===== config.mk =====
export PLATFORM = sky130hd
export DESIGN_NAME = ncd_core
export DESIGN_NICKNAME = d
export VERILOG_FILES = /design/src/ncd_pkg.sv /design/src/ncd_core.sv /design/src/ncd_return_stack.sv
export VERILOG_INCLUDE_DIRS = /design/src
export SDC_FILE = /design/constraint.sdc
export NUM_CORES = 1
export LEC_CHECK = 0
export ABC_AREA = 0
export BUFFER_PORTS_ARGS = -buffer_cell sky130_fd_sc_hd__buf_2
export CORE_MARGIN = 2
export CORE_UTILIZATION = 47
export DETAILED_ROUTE_END_ITERATION = 7
export PLACE_DENSITY = 0.6
export SYNTH_ARGS = -nofsm -noshare
export SYNTH_HDL_FRONTEND = slang
export SYNTH_SLANG_ARGS = --single-unit

===== constraint.sdc =====
create_clock -name I_CLK -period 17.8 [get_ports I_CLK]
set_input_delay 0 -clock I_CLK [delete_from_list [all_inputs] [get_ports I_CLK]]
set_output_delay 0 -clock I_CLK [all_outputs]
set_load 0.02 [all_outputs]

===== src/ncd_cfg.svh =====
// Constant macros for the nibble core datapath
`ifndef NCD_CFG_SVH
`define NCD_CFG_SVH

// ****************************************
// Widths and sizes
// ****************************************
`define NCD_PC_WIDTH 11
`define NCD_STACK_DEPTH 8
`define NCD_RAM_WORDS 96
`define NCD_LOOKUP_UNIT 256
`define NCD_PARTITION_MAX 9
`define NCD_PARTITION_DEFAULT 4

// ****************************************
// Data memory map
// ****************************************
`define NCD_HOLE_LO 9'h040
`define NCD_HOLE_HI 9'h06f
`define NCD_WORK_BASE 9'h070
`define NCD_WORK_TOP 9'h07f
`define NCD_EXTRA_BASE 9'h080
`define NCD_EXTRA_TOP 9'h08f
`define NCD_WORK_INDEX 7'h40
`define NCD_EXTRA_INDEX 7'h50

// ****************************************
// Decimal adjust constants
// ****************************************
`define NCD_DEC_MAX 4'h9
`define NCD_DAA_CARRY_MAX 4'h3
`define NCD_DAA_FIX 4'h6
`define NCD_DAS_LOW 4'h6
`define NCD_DAS_FIX 4'ha

// ****************************************
// Reset values
// ****************************************
`define NCD_ACC_RESET 4'h0
`define NCD_PTR_HIGH_RESET 8'h00
`define NCD_PTR_LOW_RESET 4'h0

`endif


===== src/ncd_pkg.sv =====
// Types shared by the nibble core datapath
package ncd_pkg;

    // ****************************************
    // Datapath operations from the decoder
    // ****************************************
    typedef enum logic [4:0] {
        NCD_OP_NOP = 5'h00,
        NCD_OP_ADD = 5'h01,
        NCD_OP_ADC = 5'h02,
        NCD_OP_SUB = 5'h03,
        NCD_OP_SBC = 5'h04,
        NCD_OP_INC = 5'h05,
        NCD_OP_DEC = 5'h06,
        NCD_OP_AND = 5'h07,
        NCD_OP_XOR = 5'h08,
        NCD_OP_OR = 5'h09,
        NCD_OP_SR0 = 5'h0a,
        NCD_OP_SR1 = 5'h0b,
        NCD_OP_SL0 = 5'h0c,
        NCD_OP_SL1 = 5'h0d,
        NCD_OP_DECIMAL_ADJUST_ADD = 5'h0e,
        NCD_OP_DECIMAL_ADJUST_SUB = 5'h0f,
        NCD_OP_LOAD_POINTER_LOW = 5'h10,
        NCD_OP_LOAD_POINTER_HIGH = 5'h11,
        NCD_OP_MOVE_TO_WORK = 5'h12,
        NCD_OP_MOVE_FROM_WORK = 5'h13,
        NCD_OP_DISPLAY_DECODE = 5'h14,
        NCD_OP_DISPLAY_BLANK_DECODE = 5'h15,
        NCD_OP_DISPLAY_PASS = 5'h16,
        NCD_OP_TABLE_LOW = 5'h17,
        NCD_OP_TABLE_HIGH = 5'h18,
        NCD_OP_TEST_BIT = 5'h19,
        NCD_OP_TEST_CARRY = 5'h1a,
        NCD_OP_TEST_ZERO = 5'h1b,
        NCD_OP_LOAD_ACC = 5'h1c,
        NCD_OP_SET_CARRY = 5'h1d,
        NCD_OP_CLEAR_CARRY = 5'h1e
    } ncd_op_t;

    // ****************************************
    // Display routing mode
    // ****************************************
    typedef enum logic [1:0] {
        NCD_DISP_NONE = 2'h0,
        NCD_DISP_DECODE = 2'h1,
        NCD_DISP_BLANK = 2'h2,
        NCD_DISP_PASS = 2'h3
    } ncd_disp_mode_t;

endpackage


===== src/ncd_core.sv =====
// Datapath of the nibble core: pointer, stack, data memory and ALU
`timescale 1ns/100ps
`include "ncd_cfg.svh"

module ncd_core
    import ncd_pkg::*;
#(
    parameter int PARTITION_N = `NCD_PARTITION_DEFAULT
) (
    // Clock and reset
    input wire logic I_CLK,
    input wire logic I_RESET,
    // Decoded instruction
    input wire ncd_op_t I_OP,
    input wire logic I_USE_POINTER,
    input wire logic [6:0] I_DIRECT_ADDR,
    input wire logic I_SRC_IMM,
    input wire logic [3:0] I_IMM,
    input wire logic [3:0] I_WORK_SEL,
    input wire logic I_MEM_WRITEBACK,
    // Program counter exchange
    input wire logic [10:0] I_PC,
    input wire logic I_PUSH,
    input wire logic I_POP,
    output logic [10:0] O_PC_RESTORE,
    output logic O_PC_RESTORE_VALID,
    // Lookup ROM
    input wire logic [7:0] I_LOOKUP_DATA,
    output logic [11:0] O_LOOKUP_ADDR,
    output logic O_LOOKUP_IN_RANGE,
    // Datapath state
    output logic [3:0] O_ACC,
    output logic O_CARRY,
    output logic [7:0] O_POINTER_HIGH,
    output logic [3:0] O_POINTER_LOW,
    output logic O_TEST_RESULT,
    // Display decoder
    output logic [3:0] O_DISPLAY_DATA,
    output ncd_disp_mode_t O_DISPLAY_MODE,
    output logic O_DISPLAY_STROBE
);
    localparam logic [12:0] LOOKUP_BYTES = 13'(`NCD_LOOKUP_UNIT * (`NCD_PARTITION_MAX - PARTITION_N));

    if (PARTITION_N < 1 || PARTITION_N > `NCD_PARTITION_MAX) begin : g_bad_partition
        $error("PARTITION_N must lie between 1 and 9");
    end

    // ****************************************
    // Helpers
    // ****************************************
    // Returns {valid, index}; hole and unbacked space are invalid
    function automatic logic [7:0] ram_map(input logic [8:0] addr);
        logic [7:0] r;
        r = 8'h00;
        if (addr < `NCD_HOLE_LO) begin
            r = {1'b1, addr[6:0]};
        end else if (addr >= `NCD_WORK_BASE && addr <= `NCD_WORK_TOP) begin
            r = {1'b1, `NCD_WORK_INDEX | {3'h0, addr[3:0]}};
        end else if (addr >= `NCD_EXTRA_BASE && addr <= `NCD_EXTRA_TOP) begin
            r = {1'b1, `NCD_EXTRA_INDEX | {3'h0, addr[3:0]}};
        end
        return r;
    endfunction

    // Carry out is bit 4; for subtraction it means no borrow
    function automatic logic [4:0] add4(input logic [3:0] a, input logic [3:0] b, input logic cin);
        return 5'(a) + 5'(b) + 5'(cin);
    endfunction

    // ****************************************
    // Registers
    // ****************************************
    logic [3:0] ram [`NCD_RAM_WORDS];
    logic [3:0] acc;
    logic carry;
    logic [7:0] ptr_high;
    logic [3:0] ptr_low;
    logic [10:0] stack_top;

    logic [8:0] addr;
    logic [7:0] addr_map;
    logic [7:0] work_map;
    logic [3:0] mem_rd;
    logic [3:0] work_rd;
    logic [3:0] opa;
    logic [3:0] opb;
    logic [4:0] sum;
    logic [3:0] lookup_byte_lo;
    logic [3:0] lookup_byte_hi;
    logic lookup_ok;

    logic [3:0] next_acc;
    logic next_carry;
    logic next_wr_en;
    logic next_wr_work;
    logic [3:0] next_wr_data;
    logic [7:0] wr_map;

    // ****************************************
    // Addressing
    // ****************************************
    // Pointer mode uses the low nine pointer bits
    assign addr = I_USE_POINTER ? {ptr_high[4:0], ptr_low} : {2'b00, I_DIRECT_ADDR};
    assign addr_map = ram_map(addr);
    assign work_map = ram_map(`NCD_WORK_BASE | {5'h00, I_WORK_SEL});
    assign mem_rd = addr_map[7] ? ram[addr_map[6:0]] : 4'h0;
    assign work_rd = ram[work_map[6:0]];

    // Immediate forms work on a working register, others on memory and accumulator
    assign opa = I_SRC_IMM ? work_rd : mem_rd;
    assign opb = I_SRC_IMM ? I_IMM : acc;

    // Out-of-range lookup reads return zero rather than instruction words
    assign lookup_ok = {1'b0, ptr_high, ptr_low} < LOOKUP_BYTES;
    assign lookup_byte_lo = lookup_ok ? I_LOOKUP_DATA[3:0] : 4'h0;
    assign lookup_byte_hi = lookup_ok ? I_LOOKUP_DATA[7:4] : 4'h0;

    // ****************************************
    // ALU
    // ****************************************
    always_comb begin
        next_acc = acc;
        next_carry = carry;
        next_wr_en = 1'b0;
        next_wr_work = 1'b0;
        next_wr_data = 4'h0;
        sum = 5'h00;
        unique case (I_OP)
            NCD_OP_ADD: sum = add4(opa, opb, 1'b0);
            NCD_OP_ADC: sum = add4(opa, opb, carry);
            NCD_OP_SUB: sum = add4(opa, ~opb, 1'b1);
            NCD_OP_SBC: sum = add4(opa, ~opb, carry);
            NCD_OP_INC: sum = add4(opa, 4'h0, 1'b1);
            NCD_OP_DEC: sum = add4(opa, 4'hf, 1'b0);
            NCD_OP_AND: sum = {carry, opa & opb};
            NCD_OP_XOR: sum = {carry, opa ^ opb};
            NCD_OP_OR: sum = {carry, opa | opb};
            NCD_OP_SR0: sum = {carry, 1'b0, opa[3:1]};
            NCD_OP_SR1: sum = {carry, 1'b1, opa[3:1]};
            NCD_OP_SL0: sum = {carry, opa[2:0], 1'b0};
            NCD_OP_SL1: sum = {carry, opa[2:0], 1'b1};
            NCD_OP_DECIMAL_ADJUST_ADD: begin
                sum = {carry, acc};
                if (!carry && acc > `NCD_DEC_MAX) begin
                    sum = {1'b1, acc + `NCD_DAA_FIX};
                end else if (carry && acc <= `NCD_DAA_CARRY_MAX) begin
                    sum = {1'b1, acc + `NCD_DAA_FIX};
                end
            end
            NCD_OP_DECIMAL_ADJUST_SUB: begin
                sum = {carry, acc};
                if (!carry && acc >= `NCD_DAS_LOW) begin
                    sum = {1'b0, acc + `NCD_DAS_FIX};
                end
            end
            NCD_OP_TABLE_LOW: sum = {carry, lookup_byte_lo};
            NCD_OP_TABLE_HIGH: sum = {carry, lookup_byte_hi};
            NCD_OP_LOAD_ACC: sum = {carry, opa};
            NCD_OP_SET_CARRY: sum = {1'b1, acc};
            NCD_OP_CLEAR_CARRY: sum = {1'b0, acc};
            default: sum = {carry, acc};
        endcase
        unique case (I_OP)
            NCD_OP_ADD, NCD_OP_ADC, NCD_OP_SUB, NCD_OP_SBC, NCD_OP_INC, NCD_OP_DEC,
            NCD_OP_AND, NCD_OP_XOR, NCD_OP_OR, NCD_OP_SR0, NCD_OP_SR1, NCD_OP_SL0,
            NCD_OP_SL1, NCD_OP_DECIMAL_ADJUST_ADD, NCD_OP_DECIMAL_ADJUST_SUB,
            NCD_OP_TABLE_LOW, NCD_OP_TABLE_HIGH, NCD_OP_LOAD_ACC: begin
                next_acc = sum[3:0];
                next_carry = sum[4];
                // Writeback goes to the working register in immediate forms
                next_wr_en = I_MEM_WRITEBACK;
                next_wr_work = I_SRC_IMM;
                next_wr_data = sum[3:0];
            end
            NCD_OP_SET_CARRY, NCD_OP_CLEAR_CARRY: begin
                next_carry = sum[4];
            end
            NCD_OP_MOVE_TO_WORK: begin
                next_wr_en = 1'b1;
                next_wr_work = 1'b1;
                next_wr_data = mem_rd;
            end
            NCD_OP_MOVE_FROM_WORK: begin
                next_wr_en = 1'b1;
                next_wr_data = work_rd;
            end
            default: begin
                next_acc = acc;
            end
        endcase
    end

    assign wr_map = next_wr_work ? work_map : addr_map;

    // ****************************************
    // Data memory
    // ****************************************
    // Cells are not reset; software initialises them as on the real core
    always_ff @(posedge I_CLK) begin
        if (!I_RESET && next_wr_en && wr_map[7]) begin
            ram[wr_map[6:0]] <= next_wr_data;
        end
    end

    // ****************************************
    // Accumulator and carry
    // ****************************************
    always_ff @(posedge I_CLK) begin
        if (I_RESET) begin
            acc <= `NCD_ACC_RESET;
            carry <= 1'b0;
        end else begin
            acc <= next_acc;
            carry <= next_carry;
        end
    end

    // ****************************************
    // Memory pointer
    // ****************************************
    always_ff @(posedge I_CLK) begin
        if (I_RESET) begin
            ptr_high <= `NCD_PTR_HIGH_RESET;
            ptr_low <= `NCD_PTR_LOW_RESET;
        end else if (I_OP == NCD_OP_LOAD_POINTER_LOW) begin
            ptr_low <= mem_rd;
        end else if (I_OP == NCD_OP_LOAD_POINTER_HIGH) begin
            ptr_high <= {acc, mem_rd};
        end
    end

    // ****************************************
    // Return stack
    // ****************************************
    ncd_return_stack #(
        .WIDTH(`NCD_PC_WIDTH),
        .DEPTH(`NCD_STACK_DEPTH)
    ) u_stack (
        .i_clk(I_CLK),
        .i_reset(I_RESET),
        .i_push(I_PUSH),
        .i_pop(I_POP),
        .i_push_data(I_PC),
        .o_pop_data(stack_top)
    );

    // A push in the same cycle as a pop wins, so no restore is flagged
    always_ff @(posedge I_CLK) begin
        if (I_RESET) begin
            O_PC_RESTORE <= '0;
            O_PC_RESTORE_VALID <= 1'b0;
        end else begin
            O_PC_RESTORE_VALID <= I_POP && !I_PUSH;
            if (I_POP && !I_PUSH) begin
                O_PC_RESTORE <= stack_top;
            end
        end
    end

    // ****************************************
    // Tests and display routing
    // ****************************************
    always_ff @(posedge I_CLK) begin
        if (I_RESET) begin
            O_TEST_RESULT <= 1'b0;
        end else if (I_OP == NCD_OP_TEST_BIT) begin
            O_TEST_RESULT <= mem_rd[I_IMM[1:0]];
        end else if (I_OP == NCD_OP_TEST_CARRY) begin
            O_TEST_RESULT <= carry;
        end else if (I_OP == NCD_OP_TEST_ZERO) begin
            O_TEST_RESULT <= (acc == 4'h0);
        end
    end

    always_ff @(posedge I_CLK) begin
        if (I_RESET) begin
            O_DISPLAY_DATA <= 4'h0;
            O_DISPLAY_MODE <= NCD_DISP_NONE;
            O_DISPLAY_STROBE <= 1'b0;
        end else begin
            O_DISPLAY_STROBE <= 1'b0;
            if (I_OP == NCD_OP_DISPLAY_DECODE || I_OP == NCD_OP_DISPLAY_BLANK_DECODE
                    || I_OP == NCD_OP_DISPLAY_PASS) begin
                O_DISPLAY_DATA <= work_rd;
                O_DISPLAY_STROBE <= 1'b1;
                O_DISPLAY_MODE <= (I_OP == NCD_OP_DISPLAY_DECODE) ? NCD_DISP_DECODE
                    : (I_OP == NCD_OP_DISPLAY_BLANK_DECODE) ? NCD_DISP_BLANK : NCD_DISP_PASS;
            end
        end
    end

    // ****************************************
    // Registered outputs
    // ****************************************
    assign O_ACC = acc;
    assign O_CARRY = carry;
    assign O_POINTER_HIGH = ptr_high;
    assign O_POINTER_LOW = ptr_low;
    assign O_LOOKUP_ADDR = {ptr_high, ptr_low};

    always_ff @(posedge I_CLK) begin
        if (I_RESET) begin
            O_LOOKUP_IN_RANGE <= 1'b0;
        end else begin
            O_LOOKUP_IN_RANGE <= lookup_ok;
        end
    end

endmodule // ncd_core


===== src/ncd_return_stack.sv =====
// Eight level return stack with wrap on overflow and underflow
`timescale 1ns/100ps
`include "ncd_cfg.svh"

module ncd_return_stack #(
    parameter int WIDTH = `NCD_PC_WIDTH,
    parameter int DEPTH = `NCD_STACK_DEPTH
) (
    // Clock and reset
    input wire logic i_clk,
    input wire logic i_reset,
    // Requests
    input wire logic i_push,
    input wire logic i_pop,
    input wire logic [WIDTH-1:0] i_push_data,
    // Entry under the pointer
    output logic [WIDTH-1:0] o_pop_data
);
    localparam int SPW = $clog2(DEPTH);

    if (DEPTH < 2 || (1 << SPW) != DEPTH) begin : g_bad_depth
        $error("Stack depth must be a power of two");
    end

    logic [WIDTH-1:0] entry [DEPTH];
    logic [SPW-1:0] level;
    logic [SPW-1:0] next_push_level;

    // Pointer starts on the last level so the first push lands on level 0
    assign next_push_level = level + SPW'(1);
    assign o_pop_data = entry[level];

    // ****************************************
    // Pointer, wrapping with no overflow flag
    // ****************************************
    always_ff @(posedge i_clk) begin
        if (i_reset) begin
            level <= SPW'(DEPTH - 1);
        end else if (i_push) begin
            level <= next_push_level;
        end else if (i_pop) begin
            level <= level - SPW'(1);
        end
    end

    // ****************************************
    // Storage
    // ****************************************
    always_ff @(posedge i_clk) begin
        if (i_reset) begin
            for (int i = 0; i < DEPTH; i++) begin
                entry[i] <= '0;
            end
        end else if (i_push) begin
            // A ninth push overwrites level 0
            entry[next_push_level] <= i_push_data;
        end
    end

endmodule // ncd_return_stack


==> out/qor.txt, run 1 <==
DRT antenna net count: 0
Crit Path Class: reg2reg
Longest Clk Path Bufs: 3
Synth top area share: 0.5876
clock power share: 0.389
switching share of power: 0.2619
worst-margin pin slew: 1.371 ns
DR pass1 iterations: 5
vias in the first global route: 16.46k
CP arrival: 8.47 ns
die width: 230.5 um
FMAX: 121.8 MHz
area of the multi-input gates: 8407 um2
P_sw: 0.7579 mW
Worst Setup EP: ram[70][3]$_DFFE_PP_
crit path launch: O_POINTER_LOW[0]$_SDFFE_PP0N_
Root Driver: clkbuf_16
Seq pwr share: 0.481
FF-to-FF path depth: 23
Initial Utilization: 0.4731
status: finished clean
wire per inst: 27.36 um
Hold Path Class: in2reg
DPL Wire Length: 47,460 um
fin. max-slew vios: 0
commonest cells after routing, fill and taps aside: edfxtp_1, nor2_1, nand2_1, buf_2, and2_1
MaxCap Viol Count: 0
main area contributors after synthesis: edfxtp_1, mux4_2, dfxtp_1
final-report hold violation count: 0
Iter 0 DRT Violations: 2,096
CTS sink cnt: 513
cells after synthesis: 1,874
P&R area growth vs syn: 12.14%
clk_lat worst skew: 0.64 ns
nets: 2,020
Worst-path clk slew: 0.07 ns
WL final: 73,140 um
FP Rows: 83
register area: 14,990 um2
R2R Path End: ram[70][3]$_DFFE_PP_
Num CTS Buffers: 54
Post-CTS Resized: 0
WP data required: 18.06 ns
register area share after synthesis: 0.6216
syn_area_per_cell: 12.87 um2
pwr/cell area: 107.0 nW/um2
worst-path fanout max: 96
Fillers: 4,313
vias per cell: 6.345
cts hold-fix bufs: 21
Tcrit/Tclk final: 0.4614
Top Ports: 96
post-synth top area cell: edfxtp_1
Worst R2R Setup Slack: 9.59 ns
DRC violations left: 0
core area: 50,990 um2
Total GRT Usage: 0.2725
Worst Skew: 0.04370 ns
logic gate share of total power: 0.130
GRT overflow: 0
fin crit period: 8.213 ns
VDD IR max: 0.07849 mV
number of synthesized flops with an enable pin: 472
routability congestion estimate from global placement: 0.9236
design area: 27,050 um2
Die Ht: 230.5 um
Post-synth ARST share: 0
Yosys reg bits: 513
mapped cell area: 24,120 um2
initial antenna violation count: 1
Vias: 16.96k
IO Port Bufs: 95
RSZ-0062 raised after global routing: false
nature of the critical path startpoint: flop
most common cell after layout, fill and taps aside: edfxtp_1
CP endpoint kind: flop
LEAKAGE: 9.469 nW
post-synth cell types: 100
# setup viols final: 0
Mapped Nets: 1,945
TNS Setup: 0 ns
Synth Flop Type: edfxtp_1
R2R Path Start: O_POINTER_LOW[0]$_SDFFE_PP0N_
clock tree from TritonCTS: built
largest net degree at the start of global routing: 97
share of cells above drive strength 1: 0.1616
Yosys warnings: 0
setup bufs post-CTS: 0
Post-DP Area: 25,080 um2
Die Area: 53,150 um2
Int Pwr: 2.136 mW
Max-slew headroom: 0.08294
first-pass GRT wire length: 107,700 um
CTS H-tree depth: 2
==> worst min path at each step <==
stage                           from                           endpoint  slack [ns]  cells past startpoint
detailed placement          I_IMM[1]         O_TEST_RESULT$_SDFFE_PP0P_        0.37                      3
floorplan                    I_PC[0]  u_stack.entry[0][0]$_SDFFCE_PN0P_        0.20                      1
CTS                 I_LOOKUP_DATA[6]              O_ACC[2]$_SDFFE_PP0P_        0.04                      6
global route        I_LOOKUP_DATA[6]              O_ACC[2]$_SDFFE_PP0P_        0.11                      6
global placement            I_IMM[1]         O_TEST_RESULT$_SDFFE_PP0P_        0.36                      3
finish              I_LOOKUP_DATA[6]              O_ACC[2]$_SDFFE_PP0P_        0.07                      6
==> power by group through the flow <==
stage               clock network, mW  logic (mW)  registers, mW
floorplan                           0       0.232           1.42
global placement                    0       0.364           1.42
detailed placement                  0       0.366           1.42
CTS                              1.14       0.372           1.39
global route                     1.18       0.400           1.39
finish                           1.13       0.377           1.39
==> critical path, stage by stage (launching register included) <==
cell	delay, ns
dfxtp_1	0.51
mux2_4	0.65
buf_4	0.62
nand4_2	0.34
a21oi_1	0.85
a211oi_1	0.19
a21o_1	0.23
o31ai_1	0.60
o41ai_2	0.30
a22oi_2	0.46
inv_1	0.21
ha_1	0.36
inv_1	0.05
a21oi_1	0.16
nor2_1	0.06
nor2_1	0.13
xnor2_1	0.21
nor2_1	0.07
a21oi_1	0.20
xor2_1	0.18
a211oi_1	0.12
o2111a_1	0.24
o2bb2ai_4	0.14
buf_4	0.77
==> metrics by stage <==
step	instances	hold WS, ns	total power, mW	util	setup WS, ns
floorplan	1874	0.1982	1.651	-	10.24
global placement	2552	0.3629	1.779	0.4919	9.957
detailed placement	2552	0.3732	1.782	0.4919	9.840
CTS	2672	0.03744	2.899	0.5305	9.852
global route	2673	0.1124	2.976	0.5305	9.342
finish	2673	0.06964	2.894	0.5305	9.587
==> sequential cells by signal, indices dropped and copies added (netlist names) <==
signal	count
O_PC_RESTORE	11
O_POINTER_LOW	4
O_LOOKUP_IN_RANGE	1
O_PC_RESTORE_VALID	1
O_DISPLAY_DATA	4
O_POINTER_HIGH	8
O_CARRY	1
O_TEST_RESULT	1
O_DISPLAY_STROBE	1
O_ACC	4
u_stack.entry	88
u_stack.level	3
O_DISPLAY_MODE	2
ram	384
==> cell usage after synthesis, drive strengths merged (41+ instances only) <==
library cell  number
mux2i             62
mux4              44
edfxtp           472
clkbuf            57
dfxtp             41
o21ai             46
nor2             200
buf               72
nand3             57
a21oi             59
nand2            193
and2              91
==> layer usage <==
layer  wire length [um]  part of all wire  vias up  track usage
met5                  0                 0        -            0
met4               3286             0.045        0       0.1204
met3               5914             0.081      212      0.04323
met2              34100              0.47      914       0.4267
met1              29830              0.41     8481       0.3779
li1                   -                 -     7352            -
==> layout make-up <==
class,count,area share
clock inverter,27,0.01175
antenna,1,0.00009251
clock buffer,72,0.05324
multi-input combinational,1202,0.3108
tap,680,0.03145
timing repair buffer,148,0.03423
inverter,30,0.004163
sequential,513,0.5543
==> logic make-up (layout without fill, tap and decap cells) <==
family,count (synthesis),after routing,synth area share
DFF,513,513,0.6216
muxes,126,126,0.07729
adders and majority gates,25,25,0.01390
buffers and inverters,159,277,0.03314
other,0,1,0
AOI/OAI and AO/OA,368,368,0.1154
xor gates and xnor gates,18,18,0.006536
and+or+nand+nor,665,665,0.1322
No activity file was read; power rests on OpenSTA's default activity.
==> run 2: changes to the inputs <==
clock period = 8.3 ns   (was 17.8 ns; I/O delays follow)
==> run 2 against run 1 <==
Compared with the run above:
- critical path depth is 1 higher
- fmax is 12% higher
- die area stayed put
- sequential share of layout area is 0.15 points lower
- sequential power is 110% higher
- power is 110% higher
- critical path type unchanged
- largest power group unchanged
==> out/qor.txt, run 2 (same netlist as run 1, synthesis figures left out) <==
clk_lat worst skew: 0.64 ns
routability congestion estimate from global placement: 0.9423
Root Driver: clkbuf_16
CP delay by family, top: compound AO/OA/AOI/OAI gates
switching share of power: 0.2663
cts hold-fix bufs: 21
P_sw: 1.617 mW
final-report hold violation count: 0
DRC violations left: 0
Worst-path clk slew: 0.07 ns
setup bufs post-CTS: 0
RSZ-0062 raised after global routing: false
Post-CTS Resized: 0
CP arrival: 7.51 ns
critical path depth: 24
FP Rows: 83
fin crit period: 7.325 ns
wire per inst: 27.44 um
DR pass1 iterations: 7
CTS sink cnt: 513
total power: 6.070 mW
Hold WS: 0.08969 ns
CP endpoint kind: flop
Int Pwr: 4.454 mW
Seq pwr share: 0.491
Die Ht: 230.5 um
TNS Setup: 0 ns
Vias: 16.94k
crit-path cells: and4bb_2 -> o211ai_2 -> nand2_4 -> buf_12 -> a221o_1 -> a221oi_1 -> a311o_1 -> a22oi_2 -> nor3_1 -> nor2_2 -> ha_1 -> inv_1 -> fa_1 -> inv_1 -> nor2_1 -> a21oi_1 -> ha_1 -> a221oi_1 -> nand2_1 -> nor3_1 -> o31a_1 -> o221ai_1 -> o2bb2ai_4 -> buf_4
WP data required: 8.48 ns
worst-margin pin slew: 1.363 ns
Max-slew headroom: 0.08676
Iter 0 DRT Violations: 2,107
max reg flops: 384
Num CTS Buffers: 53
worst hold stages: 3
CTS H-tree depth: 2
VDD IR max: 0.1905 mV
DRT antenna net count: 0
FF-to-FF path depth: 24
Top Ports: 96
FMAX: 136.5 MHz
# setup viols final: 0
area of the multi-input gates: 8407 um2
Worst Skew: 0.04188 ns
Hold Path Class: in2reg
commonest cells after routing, fill and taps aside: edfxtp_1, nor2_1, nand2_1, buf_2, and2_1
Inst Count DP: 2,573
logic gate share of total power: 0.135
fin. max-slew vios: 0
Layout Cells excl Fill: 2,693
Initial Utilization: 0.4731
register area: 14,990 um2
Fillers: 4,325
status: finished clean
core area: 50,990 um2
P&R area growth vs syn: 12.45%
clock tree from TritonCTS: built
Die Area: 53,150 um2
Bufs and invs on worst path: 4
crit-path max cell delay: 0.81 ns
DPL Wire Length: 49,310 um
die width: 230.5 um
Tcrit/Tclk final: 0.8825
IO Port Bufs: 95
Slowest-stage cell, CP: o211ai_2
Crit Path Class: reg2reg
worst-path fanout max: 96
MaxCap Viol Count: 0
LEAKAGE: 9.527 nW
vias in the first global route: 16.53k
most common cell after layout, fill and taps aside: edfxtp_1
GRT overflow: 0
WL final: 73,890 um
nature of the critical path startpoint: flop
initial antenna violation count: 1
share of cells above drive strength 1: 0.1695
nets: 2,040
clock power share: 0.374
vias per cell: 6.292
largest net degree at the start of global routing: 97
first-pass GRT wire length: 109,000 um
Total GRT Usage: 0.2766
Longest Clk Path Bufs: 3
pwr/cell area: 223.8 nW/um2
==> run 2: changes by cell type in the layout (fill, tap and decap cells not counted), moves of 2 or more <==
| cell | previous run | this run |
|---|---|---|
| clkinv_2 | 6 | 8 |
| clkbuf_1 | 17 | 13 |
| bufinv_16 | 5 | 2 |
| buf_12 | 0 | 3 |
| clkinv_1 | 8 | 13 |
| clkinv_4 | 0 | 2 |
| buf_4 | 32 | 50 |
| clkbuf_16 | 55 | 53 |
==> run 2: final cells by class <==
type,instances,share of cell area
clock buffer,66,0.05069
multi-input combinational,1202,0.3099
antenna,1,0.00009225
clock inverter,32,0.009686
tap,680,0.03137
sequential,513,0.5528
inverter,30,0.004151
timing repair buffer,169,0.04133
==> run 2: path summary, 6_finish.rpt <==
| kind | startpoint | to | slack, ns |
|---|---|---|---|
| worst min register to register | O_DISPLAY_MODE[1]$_SDFFE_PP0P_ | O_DISPLAY_MODE[1]$_SDFFE_PP0P_ | 0.46 |
| worst max register to register | O_POINTER_HIGH[4]$_SDFFE_PP0P_ | ram[51][1]$_DFFE_PP_ | 0.98 |
| worst min-delay path | I_OP[2] | O_CARRY$_SDFFE_PP0P_ | 0.09 |
| worst max-delay path | O_POINTER_HIGH[4]$_SDFFE_PP0P_ | ram[51][1]$_DFFE_PP_ | 0.98 |
==> run 2: per-layer routing <==
metal / part of all wire / track usage / vias to the layer above
met2: 0.46 / 0.4288 / 906
met3: 0.086 / 0.04533 / 220
met1: 0.41 / 0.3855 / 8424
met5: 0 / 0 / -
li1: - / - / 7394
met4: 0.048 / 0.1242 / 0
==> run 2: power groups by stage <==
stage               registers, mW  logic (mW)  clock network [mW]
floorplan                    3.04       0.497                   0
global placement             3.03       0.797                   0
detailed placement           3.03       0.804                   0
CTS                          2.98       0.813                2.30
global route                 2.98       0.875                2.40
finish                       2.98       0.819                2.27
==> run 2: worst min-delay path, stage by stage <==
cell,delay [ns]
buf_2,0.22
a221oi_1,0.32
a211oi_1,0.11
==> run 2: per-stage QoR <==
step                utilization  instance area, um2  setup WS, ns
floorplan                     -               24120        0.7408
global placement         0.4957               25280         1.243
detailed placement       0.4957               25280         1.146
CTS                      0.5319               27120         1.126
global route             0.5319               27120        0.6371
finish                   0.5320               27130        0.9753
